`config.mk`:
```
export PLATFORM = sky130hd
export DESIGN_NAME = cfd_top
export DESIGN_NICKNAME = d
export VERILOG_FILES = /design/src/logic/cfd_divider.v /design/src/logic/cfd_top.v
export VERILOG_INCLUDE_DIRS = /design/src /design/src/pkg
export SDC_FILE = /design/constraint.sdc
export NUM_CORES = 1
export LEC_CHECK = 0
export BUFFER_PORTS_ARGS = -buffer_cell sky130_fd_sc_hd__buf_2
export CELL_PAD_IN_SITES_DETAIL_PLACEMENT = 0
export CELL_PAD_IN_SITES_GLOBAL_PLACEMENT = 1
export CORE_ASPECT_RATIO = 1.75
export CORE_MARGIN = 2
export CORE_UTILIZATION = 38
export CTS_BUF_LIST = sky130_fd_sc_hd__clkbuf_8
export CTS_CLUSTER_DIAMETER = 30
export DETAILED_ROUTE_END_ITERATION = 6
export GPL_ROUTABILITY_DRIVEN = 0
export PLACE_DENSITY = 0.9
export SYNTH_ARGS = -nofsm -noshare
export SYNTH_HDL_FRONTEND = slang
export SYNTH_HIERARCHICAL = 1
export SYNTH_SLANG_ARGS = --single-unit
```
`constraint.sdc`:
```
create_clock -name clk -period 2.22 [get_ports clk]
set_input_delay 0.222 -clock clk [delete_from_list [all_inputs] [get_ports clk]]
set_output_delay 0.222 -clock clk [all_outputs]
set_load 0.02 [all_outputs]
```
`src/pkg/cfd_defs.vh`:
```
// constants for the clock fanout and half-rate divider block
`ifndef CFD_DEFS_VH
`define CFD_DEFS_VH

// ----------------------------------------
// register offsets (byte addresses)
// ----------------------------------------
`define CFD_OFS_CTRL 8'h00
`define CFD_OFS_STATUS 8'h04
`define CFD_OFS_EDGES 8'h08

// ----------------------------------------
// control register fields
// ----------------------------------------
`define CFD_CTRL_SEL_BIT 0
`define CFD_CTRL_FLOAT_BIT 1
`define CFD_CTRL_DIV_LSB 2

// ----------------------------------------
// status register fields
// ----------------------------------------
`define CFD_STAT_SRC_BIT 0
`define CFD_STAT_HALF_BIT 1
`define CFD_STAT_DRIVE_BIT 2

// ----------------------------------------
// reset values
// ----------------------------------------
`define CFD_RST_SEL 1'h0
`define CFD_RST_FLOAT 1'h1
`define CFD_RST_DIV 1'h0
`define CFD_RST_EDGES 16'h0000

// ----------------------------------------
// sizes and limits
// ----------------------------------------
`define CFD_OUT_COUNT 10
`define CFD_GROUP_COUNT 3
`define CFD_FMAX_MHZ 150
`define CFD_CLK_MHZ 250

`endif

```
`src/logic/cfd_divider.v`:
```
// half-rate divider with full-rate retiming stage
`timescale 1ns/1ps
`include "cfd_defs.vh"

module cfd_divider (
    // clock and reset
    input wire clk,
    input wire rst,
    // control
    input wire holdReset,
    // selected source level
    input wire srcLevel,
    // retimed clocks and rise pulse
    output reg fullRate_reg,
    output reg halfRate_reg,
    output reg risePulse_reg
);

    reg srcPrev_reg;
    wire riseSeen;

    assign riseSeen = srcLevel & ~srcPrev_reg;

    // ----------------------------------------
    // divider and retime flops
    // ----------------------------------------
    always @(posedge clk) begin
        if (rst) begin
            srcPrev_reg <= 1'h0;
            fullRate_reg <= 1'h0;
            halfRate_reg <= 1'h0;
            risePulse_reg <= 1'h0;
        end else if (holdReset) begin
            srcPrev_reg <= srcLevel;
            fullRate_reg <= 1'h0;
            halfRate_reg <= 1'h0;
            risePulse_reg <= 1'h0;
        end else begin
            srcPrev_reg <= srcLevel;
            fullRate_reg <= srcLevel;
            risePulse_reg <= riseSeen;
            if (riseSeen) begin
                halfRate_reg <= ~halfRate_reg;
            end
        end
    end

endmodule // cfd_divider

```
`src/logic/cfd_top.v`:
```
// top of the clock fanout block with its wishbone register slave
//
// Chosen here: the address map and register access over Wishbone.
`timescale 1ns/1ps
`include "cfd_defs.vh"

module cfd_top #(
    parameter OUT_COUNT = `CFD_OUT_COUNT,
    parameter GROUP_COUNT = `CFD_GROUP_COUNT,
    parameter EDGE_WIDTH = 16
) (
    // clock and reset
    input wire clk,
    input wire rst,
    // wishbone slave
    input wire wb_cyc_i,
    input wire wb_stb_i,
    input wire wb_we_i,
    input wire [7:0] wb_adr_i,
    input wire [3:0] wb_sel_i,
    input wire [31:0] wb_dat_i,
    output reg [31:0] wb_dat_o,
    output reg wb_ack_o,
    // clock sources
    input wire clockInputZero,
    input wire clockInputOne,
    // clock outputs, level and drive enable
    output reg [OUT_COUNT-1:0] clkOut,
    output reg [OUT_COUNT-1:0] clkOutEn
);

    // ----------------------------------------
    // helper functions
    // ----------------------------------------
    // group that an output belongs to
    function integer groupOf;
        input integer idx;
        begin
            groupOf = (idx * GROUP_COUNT) / OUT_COUNT;
        end
    endfunction

    // address match on a word offset
    function hit;
        input [7:0] adr;
        input [7:0] ofs;
        begin
            hit = (adr[7:2] == ofs[7:2]);
        end
    endfunction

    // ----------------------------------------
    // control and status state
    // ----------------------------------------
    reg inputClockSelect_reg;
    reg masterResetOutputFloat_reg;
    reg [GROUP_COUNT-1:0] divideSelect_reg;
    reg [EDGE_WIDTH-1:0] edgeCount_reg;
    reg [31:0] readData_next;
    reg [OUT_COUNT-1:0] clkOut_next;
    reg [OUT_COUNT-1:0] clkOutEn_next;

    wire busRequest;
    wire writeStrobe;
    wire srcLevel;
    wire fullRate;
    wire halfRate;
    wire risePulse;

    integer i;

    // ----------------------------------------
    // source selection
    // ----------------------------------------
    // select zero or one input
    assign srcLevel = inputClockSelect_reg ? clockInputOne : clockInputZero;

    // ----------------------------------------
    // divider and retime stage
    // ----------------------------------------
    // plain edge logic, no rate floor
    cfd_divider uDivider (
        .clk(clk),
        .rst(rst),
        .holdReset(masterResetOutputFloat_reg),
        .srcLevel(srcLevel),
        .fullRate_reg(fullRate),
        .halfRate_reg(halfRate),
        .risePulse_reg(risePulse)
    );

    // ----------------------------------------
    // output fanout
    // ----------------------------------------
    always @* begin
        clkOut_next = {OUT_COUNT{1'h0}};
        clkOutEn_next = {OUT_COUNT{1'h0}};
        for (i = 0; i < OUT_COUNT; i = i + 1) begin
            if (divideSelect_reg[groupOf(i)]) begin
                clkOut_next[i] = halfRate;
            end else begin
                clkOut_next[i] = fullRate;
            end
            clkOutEn_next[i] = ~masterResetOutputFloat_reg;
            if (masterResetOutputFloat_reg) begin
                clkOut_next[i] = 1'h0;
            end
        end
    end

    always @(posedge clk) begin
        if (rst) begin
            clkOut <= {OUT_COUNT{1'h0}};
            clkOutEn <= {OUT_COUNT{1'h0}};
        end else begin
            clkOut <= clkOut_next;
            clkOutEn <= clkOutEn_next;
        end
    end

    // ----------------------------------------
    // rising edge counter
    // ----------------------------------------
    always @(posedge clk) begin
        if (rst) begin
            edgeCount_reg <= `CFD_RST_EDGES;
        end else if (risePulse) begin
            edgeCount_reg <= edgeCount_reg + {{(EDGE_WIDTH-1){1'h0}}, 1'h1};
        end
    end

    // ----------------------------------------
    // wishbone handshake
    // ----------------------------------------
    assign busRequest = wb_cyc_i & wb_stb_i;
    assign writeStrobe = busRequest & wb_we_i & wb_ack_o & wb_sel_i[0];

    always @(posedge clk) begin
        if (rst) begin
            wb_ack_o <= 1'h0;
        end else begin
            wb_ack_o <= busRequest & ~wb_ack_o;
        end
    end

    // ----------------------------------------
    // register writes
    // ----------------------------------------
    always @(posedge clk) begin
        if (rst) begin
            inputClockSelect_reg <= `CFD_RST_SEL;
            masterResetOutputFloat_reg <= `CFD_RST_FLOAT;
            divideSelect_reg <= {GROUP_COUNT{`CFD_RST_DIV}};
        end else if (writeStrobe && hit(wb_adr_i, `CFD_OFS_CTRL)) begin
            inputClockSelect_reg <= wb_dat_i[`CFD_CTRL_SEL_BIT];
            masterResetOutputFloat_reg <= wb_dat_i[`CFD_CTRL_FLOAT_BIT];
            divideSelect_reg <= wb_dat_i[`CFD_CTRL_DIV_LSB +: GROUP_COUNT];
        end
    end

    // ----------------------------------------
    // register reads
    // ----------------------------------------
    always @* begin
        readData_next = 32'h00000000;
        if (hit(wb_adr_i, `CFD_OFS_CTRL)) begin
            readData_next[`CFD_CTRL_SEL_BIT] = inputClockSelect_reg;
            readData_next[`CFD_CTRL_FLOAT_BIT] = masterResetOutputFloat_reg;
            readData_next[`CFD_CTRL_DIV_LSB +: GROUP_COUNT] = divideSelect_reg;
        end else if (hit(wb_adr_i, `CFD_OFS_STATUS)) begin
            readData_next[`CFD_STAT_SRC_BIT] = fullRate;
            readData_next[`CFD_STAT_HALF_BIT] = halfRate;
            readData_next[`CFD_STAT_DRIVE_BIT] = ~masterResetOutputFloat_reg;
        end else if (hit(wb_adr_i, `CFD_OFS_EDGES)) begin
            readData_next[EDGE_WIDTH-1:0] = edgeCount_reg;
        end
    end

    always @(posedge clk) begin
        if (rst) begin
            wb_dat_o <= 32'h00000000;
        end else if (busRequest & ~wb_ack_o & ~wb_we_i) begin
            wb_dat_o <= readData_next;
        end
    end

endmodule // cfd_top

```
======== After elaboration in Yosys (flattened, before gate mapping) ========
Index checks and enable logic that the tools add are counted.
Widths: inputs -> output; s select.
operators by class
  add/subtract/negate cells ............... 1
  equal/unequal tests ..................... 2
  multiplexer cells ....................... 12
  bitwise operators ....................... 12
  reductions and logical operators ........ 3
operator list
  operator               count
  $add 16x1->16 const B  1
  $mux 16                1
  $mux 13                1
  $mux 11                1
  $and 1x1->1            7
  $mux 1                 7
  $eq 6x1->1 const B     1
  $eq 6x2->1 const B     1
  $logic_not 6->1        1
  $mux 5                 1
  $not 1->1              5
  $mux 3                 1
  $reduce_or 2->1        1
  $logic_and 1x1->1      1
word-level totals
  bits in registers ....................... 51
  bits of input ports ..................... 51
  output and inout port bits .............. 53
  logic and storage cells ................. 42

======== Logic depth before layout (Yosys ltp) ========
Gate-level depths: netlist of run 1.
  word-level depth ........................ 5
  depth in mapped cells ................... 5

======== Hierarchy ========
Netlist of run 1, hierarchy kept.
by module, submodules not included
  module       instances  cells an instance  area each (µm²)  sequential area each (µm²)
  cfd_top      1          235                2232.1           840.8
  cfd_divider  1          10                 133.9            80.1

======== Least setup slack after synthesis of run 1 ========
Ideal clock, no wire load.
  path type ............................... reg-to-reg
  start point ............................. register edgeCount_reg[0]
  end point ............................... register edgeCount_reg[10]
  setup time .............................. 71 ps
  data arrival time ....................... 1309 ps
  setup slack ............................. 840 ps
  stages on the path, launching flop included .. 5
  period minus slack after synthesis ...... 1380 ps
  path through ............................ dfxtp_1 > ha_1 > nand3_2 > or4_1 > a21oi_1
on the way
  longest elaborated chain between the ends .. 1
ends and longest elaborated chain
  item                    RTL line       source
  start, declared         cfd_top.v:58   reg [EDGE_WIDTH-1:0] edgeCount_reg;
  start signal, assigned  cfd_top.v:126  edgeCount_reg <= `CFD_RST_EDGES;
  start signal, assigned  cfd_top.v:128  edgeCount_reg <= edgeCount_reg + {{(EDGE_WIDTH-1){1'h0}}, 1'h1};
  $add 16x1->16           cfd_top.v:128
Every way passes these cells.
A chain may end at the register's enable or synchronous reset.

======== Worst setup path after layout of run 1 ========
  start point ............................. register edgeCount_reg[3]
  end point ............................... register edgeCount_reg[15]
The elaborated chain is that of the path after synthesis.

==> metrics.txt, run 1 <==
run status finished clean; top achievable clock speed 0.569 GHz; first-pass GRT wire length ~7100 um; multi-input logic area roughly 0.0012 mm^2; Primary FF master, synth dfxtp_1; layout-stage area growth over the synthesis result 9.78%; Synth Register Bits 46; final-stage net count about 330; Total Neg Setup Slack 0 ns; GRT Residual Overflow 0; maximum net fanout on the critical path 13; count of port buffers added during placement 55; number of global-route vias before repair approximately 1600; std cell rows 38; unrepaired setup endpoints after global routing no; number of filler cells placed in the layout ~620; Power Density roughly 570 mW/mm^2; root cell of the clock tree clkbuf_8; post-route antenna net violation count 0; Sequential cell area approximately 920 um^2; Register-to-Register Path Depth 3; worst hold stages 3; Gate power share 0.077; static leakage between 0.001 and 0.0015 uW; net switching power figure ~360 uW; CTS tree built; mean instance size in the synthesized netlist ~9.7 um^2; leading post-synthesis cells by instance count 46 x dfxtp_1, 33 x buf_4, 18 x nand3b_1; Flop pwr share 0.563; worst slew slack as a fraction of its limit 0.652; pin count of the biggest net entering global routing between 60 and 70; global-route total usage across every layer 0.130; Internal ~1100 uW; total count of hold-check failures in the final report 0; Syn Std Cell Area ~0.0024 mm^2; sort of element at the start of the critical path flop; CP Class flop to flop; post-DR wirelength/cell approximately 12 um; total CTS buffers 5; number of setup violations in the final report 0; worst hold path class input pin to flop; # clock sinks 46; distinct cell type count of the synthesized netlist approximately 40; post-synthesis cell type with the largest combined area dfxtp_1; switching portion of total power 0.241; chip height between 100 and 150 um; post-route fraction of the period consumed by the critical path 0.792; sequential-to-total area share from yosys stat 0.389; maximum buffer depth of the clock tree 2; layout cells sized above 1 0.317; Cells after Synth ~250; proportion of netlist area held by the largest area contributor 0.389; count of boundary I/O pins approximately 100; required time of the worst setup path 2.45 ns; number of levels the H-tree was split into 2; skew final roughly 0.005 ns; worst slew pin tran slightly above 0.5 ns; power after layout 1480 uW; later-pin clock latency in the skew report approximately 0.3 ns; number of remaining DRC errors 0; effective utilization at floorplan 0.386; count of vias placed by the detailed router about 1800; Data arrival, critical path 1.99 ns; top post-synthesis cells by area dfxtp_1 39%, buf_4 10%, mux2i_1 6.8%; fin crit period between 1.5 and 2 ns; Placeable Area 0.00613 mm^2; TritonRoute pass-1 iters 4; kind of capture point of the worst setup path flop; Horiz. Die Dim between 60 and 70 um; HPWL reported at the end of detailed placement between 3000 and 4000 um; peak supply drop roughly 0.3 mV; number of maximum-capacitance violations 0; detail-routed via count per cell approximately 5.0; post-CTS setup repair buffer count 0; PostCTS Resize Cnt 0; Clk network pwr share 0.360; area of the die just under 0.007 mm^2; warning count from the yosys run 6; count of flip-flops with a built-in enable after synthesis 0; number of antenna violations at the first check in global routing 0; Post-CTS Hold Buffers 0; cell with the most instances after synthesis dfxtp_1; Routed WL roughly 4400 um; Clock Pin Slew Worst Setup and Hold Paths about 0.09 ns; Antenna Diode Count 0; number of pins with negative max-slew slack in the final report 0; initial DRC count 67; Post-synth ARST share 0
[path summary, 6_finish.rpt]
path              slack, ns        startpoint                  end
setup / recovery       0.46  edgeCount_reg[3]    edgeCount_reg[15]
hold / removal         0.18       wb_dat_i[3]  divideSelect_reg[1]
setup reg to reg       0.46  edgeCount_reg[3]    edgeCount_reg[15]
hold reg to reg        0.49          wb_ack_o             wb_ack_o
[critical path, stage by stage (launching register included)]
cell	delay [ns]
dfxtp_1	0.45
nand4_1	0.42
nor4_1	0.58
mux2i_1	0.25
[cells in the final DEF (no fill, tap or decap), types with 2 or more instances in the layout]
master	n
buf_2	55
dfxtp_1	46
nand3b_1	18
nand2b_1	17
mux2i_1	16
conb_1	16
nor2_1	11
o31ai_2	8
a21oi_1	6
clkbuf_8	6
or2_2	5
nand4_1	5
nand2_1	5
nor3_1	5
o21ai_0	5
mux2_2	4
nor4_1	4
nand3_1	4
o31ai_1	3
or4_1	3
or3_1	3
xor2_1	3
o41ai_1	3
a311oi_1	3
buf_4	3
inv_1	2
xnor2_1	2
nand4b_1	2
nor3b_1	2
[final cells by class]
type                            count  area share
Tap cell                           80      0.0385
Sequential cell                    46       0.355
Clock inverter                      2     0.00482
Timing Repair Buffer               58       0.115
Inverter                            2     0.00289
Clock buffer                        6      0.0318
Multi-Input combinational cell    164       0.453
[per-layer routing]
| layer | GRT usage | share of wire |
|---|---|---|
| met4 | 0.0590 | 0.020 |
| met3 | 0.0260 | 0.044 |
| met1 | 0.144 | 0.40 |
| met5 | 0 | 0 |
| met2 | 0.235 | 0.54 |
[cells by family after synthesis]
kind of cell,count (synthesis),share of synthesized area
other,1,0.00158
AND/OR/NAND/NOR,94,0.264
XOR/XNOR,5,0.0185
AO/OA/AOI/OAI,28,0.0973
flip-flops,46,0.389
buffers and inverters,50,0.137
multiplexers,20,0.0867
adder cells (fa/ha/maj),1,0.00529
[power groups by stage]
| stage | registers, uW | clock network (uW) | logic, uW |
|---|---|---|---|
| after floorplan | 855 | 0 | 98.9 |
| after global placement | 851 | 0 | 112 |
| after detailed placement | 851 | 0 | 115 |
| after CTS | 832 | 549 | 115 |
| after global routing | 832 | 585 | 125 |
| final | 832 | 531 | 114 |
[per-stage QoR]
| step | hold WS (ns) | instance area (um^2) | std cells | utilization | setup slack [ns] |
|---|---|---|---|---|---|
| 6_report | 0.176 | 2600 | 358 | 0.424 | 0.461 |
| 3_5_place_dp | 0.477 | 2500 | 350 | 0.408 | 0.464 |
| 3_3_place_gp | 0.469 | 2500 | 350 | 0.408 | 0.541 |
| 2_1_floorplan | 0.293 | 2420 | 260 | - | 0.840 |
| 5_1_grt | 0.178 | 2600 | 358 | 0.424 | 0.262 |
| 4_1_cts | 0.167 | 2600 | 358 | 0.424 | 0.439 |
(Power assumes the default switching activity.)
==> inputs of run 2 (changes only) <==
Settings changed: CORE_UTILIZATION 38 to 36, PLACE_DENSITY 0.9 to 0.86.
Clock period 2.22 ns to 1.7 ns, I/O delays scaled along.
==> run 2 against run 1 <==
Register-to-register slack worse by 0.30 ns. First-iteration DRC count is 28% lower. Worst setup slack worse by 0.30 ns. Flip-flop and latch count stayed put. Clock power is 48% higher. Combinational power is 37% higher. Sequential power is 31% higher. Via count is 1.6% higher. Utilization is 0.45 points lower. Critical path depth is 1 higher. Critical path type unchanged.
==> metrics.txt, run 2 (synthesis results as in run 1) <==
run status finished clean; CP Class flop to flop; Min Hold Slack 0.130 ns (-0.0458 ns); skew final 0.00849 ns (+0.00348 ns); met1 usage 0.143 (-0.00157); total CTS buffers 5 (unchanged); most frequent standard cell in the layout excluding fill and tap cells buf_2; chip height 111 um (+2.6%); GR Util met2 0.233 (-0.00193); post-route fraction of the period consumed by the critical path 0.906 (+0.114); kind of capture point of the worst setup path flop; worst hold path class input pin to flop; later-pin clock latency in the skew report 0.30 ns (about the same); GRT Residual Overflow 0 (unchanged); Total Neg Setup Slack 0 ns (unchanged); least setup slack across all paths after layout 0.160 ns (-0.302 ns); Placeable Area 0.00644 mm^2 (+5.0%); # clock sinks 46 (unchanged); global route hottest layer met2; Horiz. Die Dim 65.3 um (+2.6%); unrepaired setup endpoints after global routing no; initial DRC count 48 (-28%); number of filler cells placed in the layout 674 (+9.4%); first-pass GRT wire length 7460 um (+4.9%); number of setup violations in the final report 0 (unchanged); Antenna Diode Count 0 (unchanged); Routed WL 4640 um (+6.5%); HPWL reported at the end of detailed placement 3410 um (+9.7%); effective utilization at floorplan 0.367 (-0.0184); number of levels the H-tree was split into 2 (unchanged); post-CTS setup repair buffer count 0 (unchanged); Sequential cell area 921 um^2 (unchanged); pre-CTS setup slack 0.168 ns (-0.296 ns); static leakage 0.00108 uW (+6.7%); detail-routed via count per cell 4.87 (-1.7%); Power Density 751 mW/mm^2 (+32%); count of boundary I/O pins 104 (unchanged); number of pins with negative max-slew slack in the final report 0 (unchanged); number of remaining DRC errors 0 (unchanged); post-DR wirelength/cell 12.6 um (+3.1%); std cell rows 39 (+2.6%); PostCTS Resize Cnt 0 (unchanged); Post-CTS Hold Buffers 0 (unchanged); multi-input logic area 0.00118 mm^2 (unchanged); count of vias placed by the detailed router 1802 (+1.6%); count of port buffers added during placement 55 (unchanged); layout-stage area growth over the synthesis result 14.1%; area of the die 0.00726 mm^2 (+5.3%); maximum buffer depth of the clock tree 2 (unchanged); Data arrival, critical path 1.78 ns (-0.21 ns); layout cells sized above 1 0.333 (+0.0168); number of maximum-capacitance violations 0 (unchanged); maximum net fanout on the critical path 7 (-6); sort of element at the start of the critical path flop; met3 Use GR 0.0274 (+0.00140); final-stage net count 339 (+3.0%); post-route antenna net violation count 0 (unchanged); required time of the worst setup path 1.94 ns (-0.51 ns); peak supply drop 0.438 mV (+43%); total count of hold-check failures in the final report 0 (unchanged); pin count of the biggest net entering global routing 35 (-45%); TritonRoute pass-1 iters 4 (unchanged); CTS tree built; Clock Pin Slew Worst Setup and Hold Paths 0.08 ns (about the same); fin crit period 1.54 ns (-0.218 ns); most frequent cells in the layout 55 x buf_2, 46 x dfxtp_1, 18 x nand3b_1; root cell of the clock tree clkbuf_8; top achievable clock speed 0.649 GHz (+14%); number of global-route vias before repair 1638 (+1.9%); number of antenna violations at the first check in global routing 0 (unchanged); worst setup slack for register-to-register paths 0.16 ns (-0.30 ns); global-route total usage across every layer 0.129 (-0.00129)
run 2: routing by layer:
metal / vias up / wire, um
met5: - / 0
met4: 0 / 59
met3: 7 / 170
met2: 43 / 2520
met1: 847 / 1900
li1: 905 / -
run 2: power by group:
group	internal [uW]	switching, uW	total [uW]
clock network	428	357	785
registers	1080	3.75	1090
logic	60.6	95.5	156
run 2: final timing paths:
kind                         start                 to  cells after the start
setup reg to reg  edgeCount_reg[0]  edgeCount_reg[10]                      4
hold / removal            wb_stb_i           wb_ack_o                      3
hold reg to reg           wb_ack_o           wb_ack_o                      1
setup / recovery  edgeCount_reg[0]  edgeCount_reg[10]                      4
run 2: final cells by class:
| class | instances | area share |
|---|---|---|
| Timing Repair Buffer | 68 | 0.143 |
| Multi-Input combinational cell | 164 | 0.436 |
| Tap cell | 82 | 0.0380 |
| Inverter | 2 | 0.00278 |
| Clock inverter | 3 | 0.0139 |
| Sequential cell | 46 | 0.341 |
| Clock buffer | 5 | 0.0255 |
run 2: worst max-delay path, cell delays in order (launching register included):
cell and delay (ns):
dfxtp_1 0.41, ha_1 0.23, nand3_2 0.17, or4_1 0.53, a21oi_1 0.14
run 2: metrics by stage:
stage           util  std cells  total power (uW)  cell area (um^2)
3_3_place_gp   0.402        362              1270              2590
4_1_cts        0.419        370              2050              2700
2_1_floorplan      -        260              1250              2420
5_1_grt        0.419        370              2100              2700
3_5_place_dp   0.402        362              1270              2590
6_report       0.419        370              2030              2700
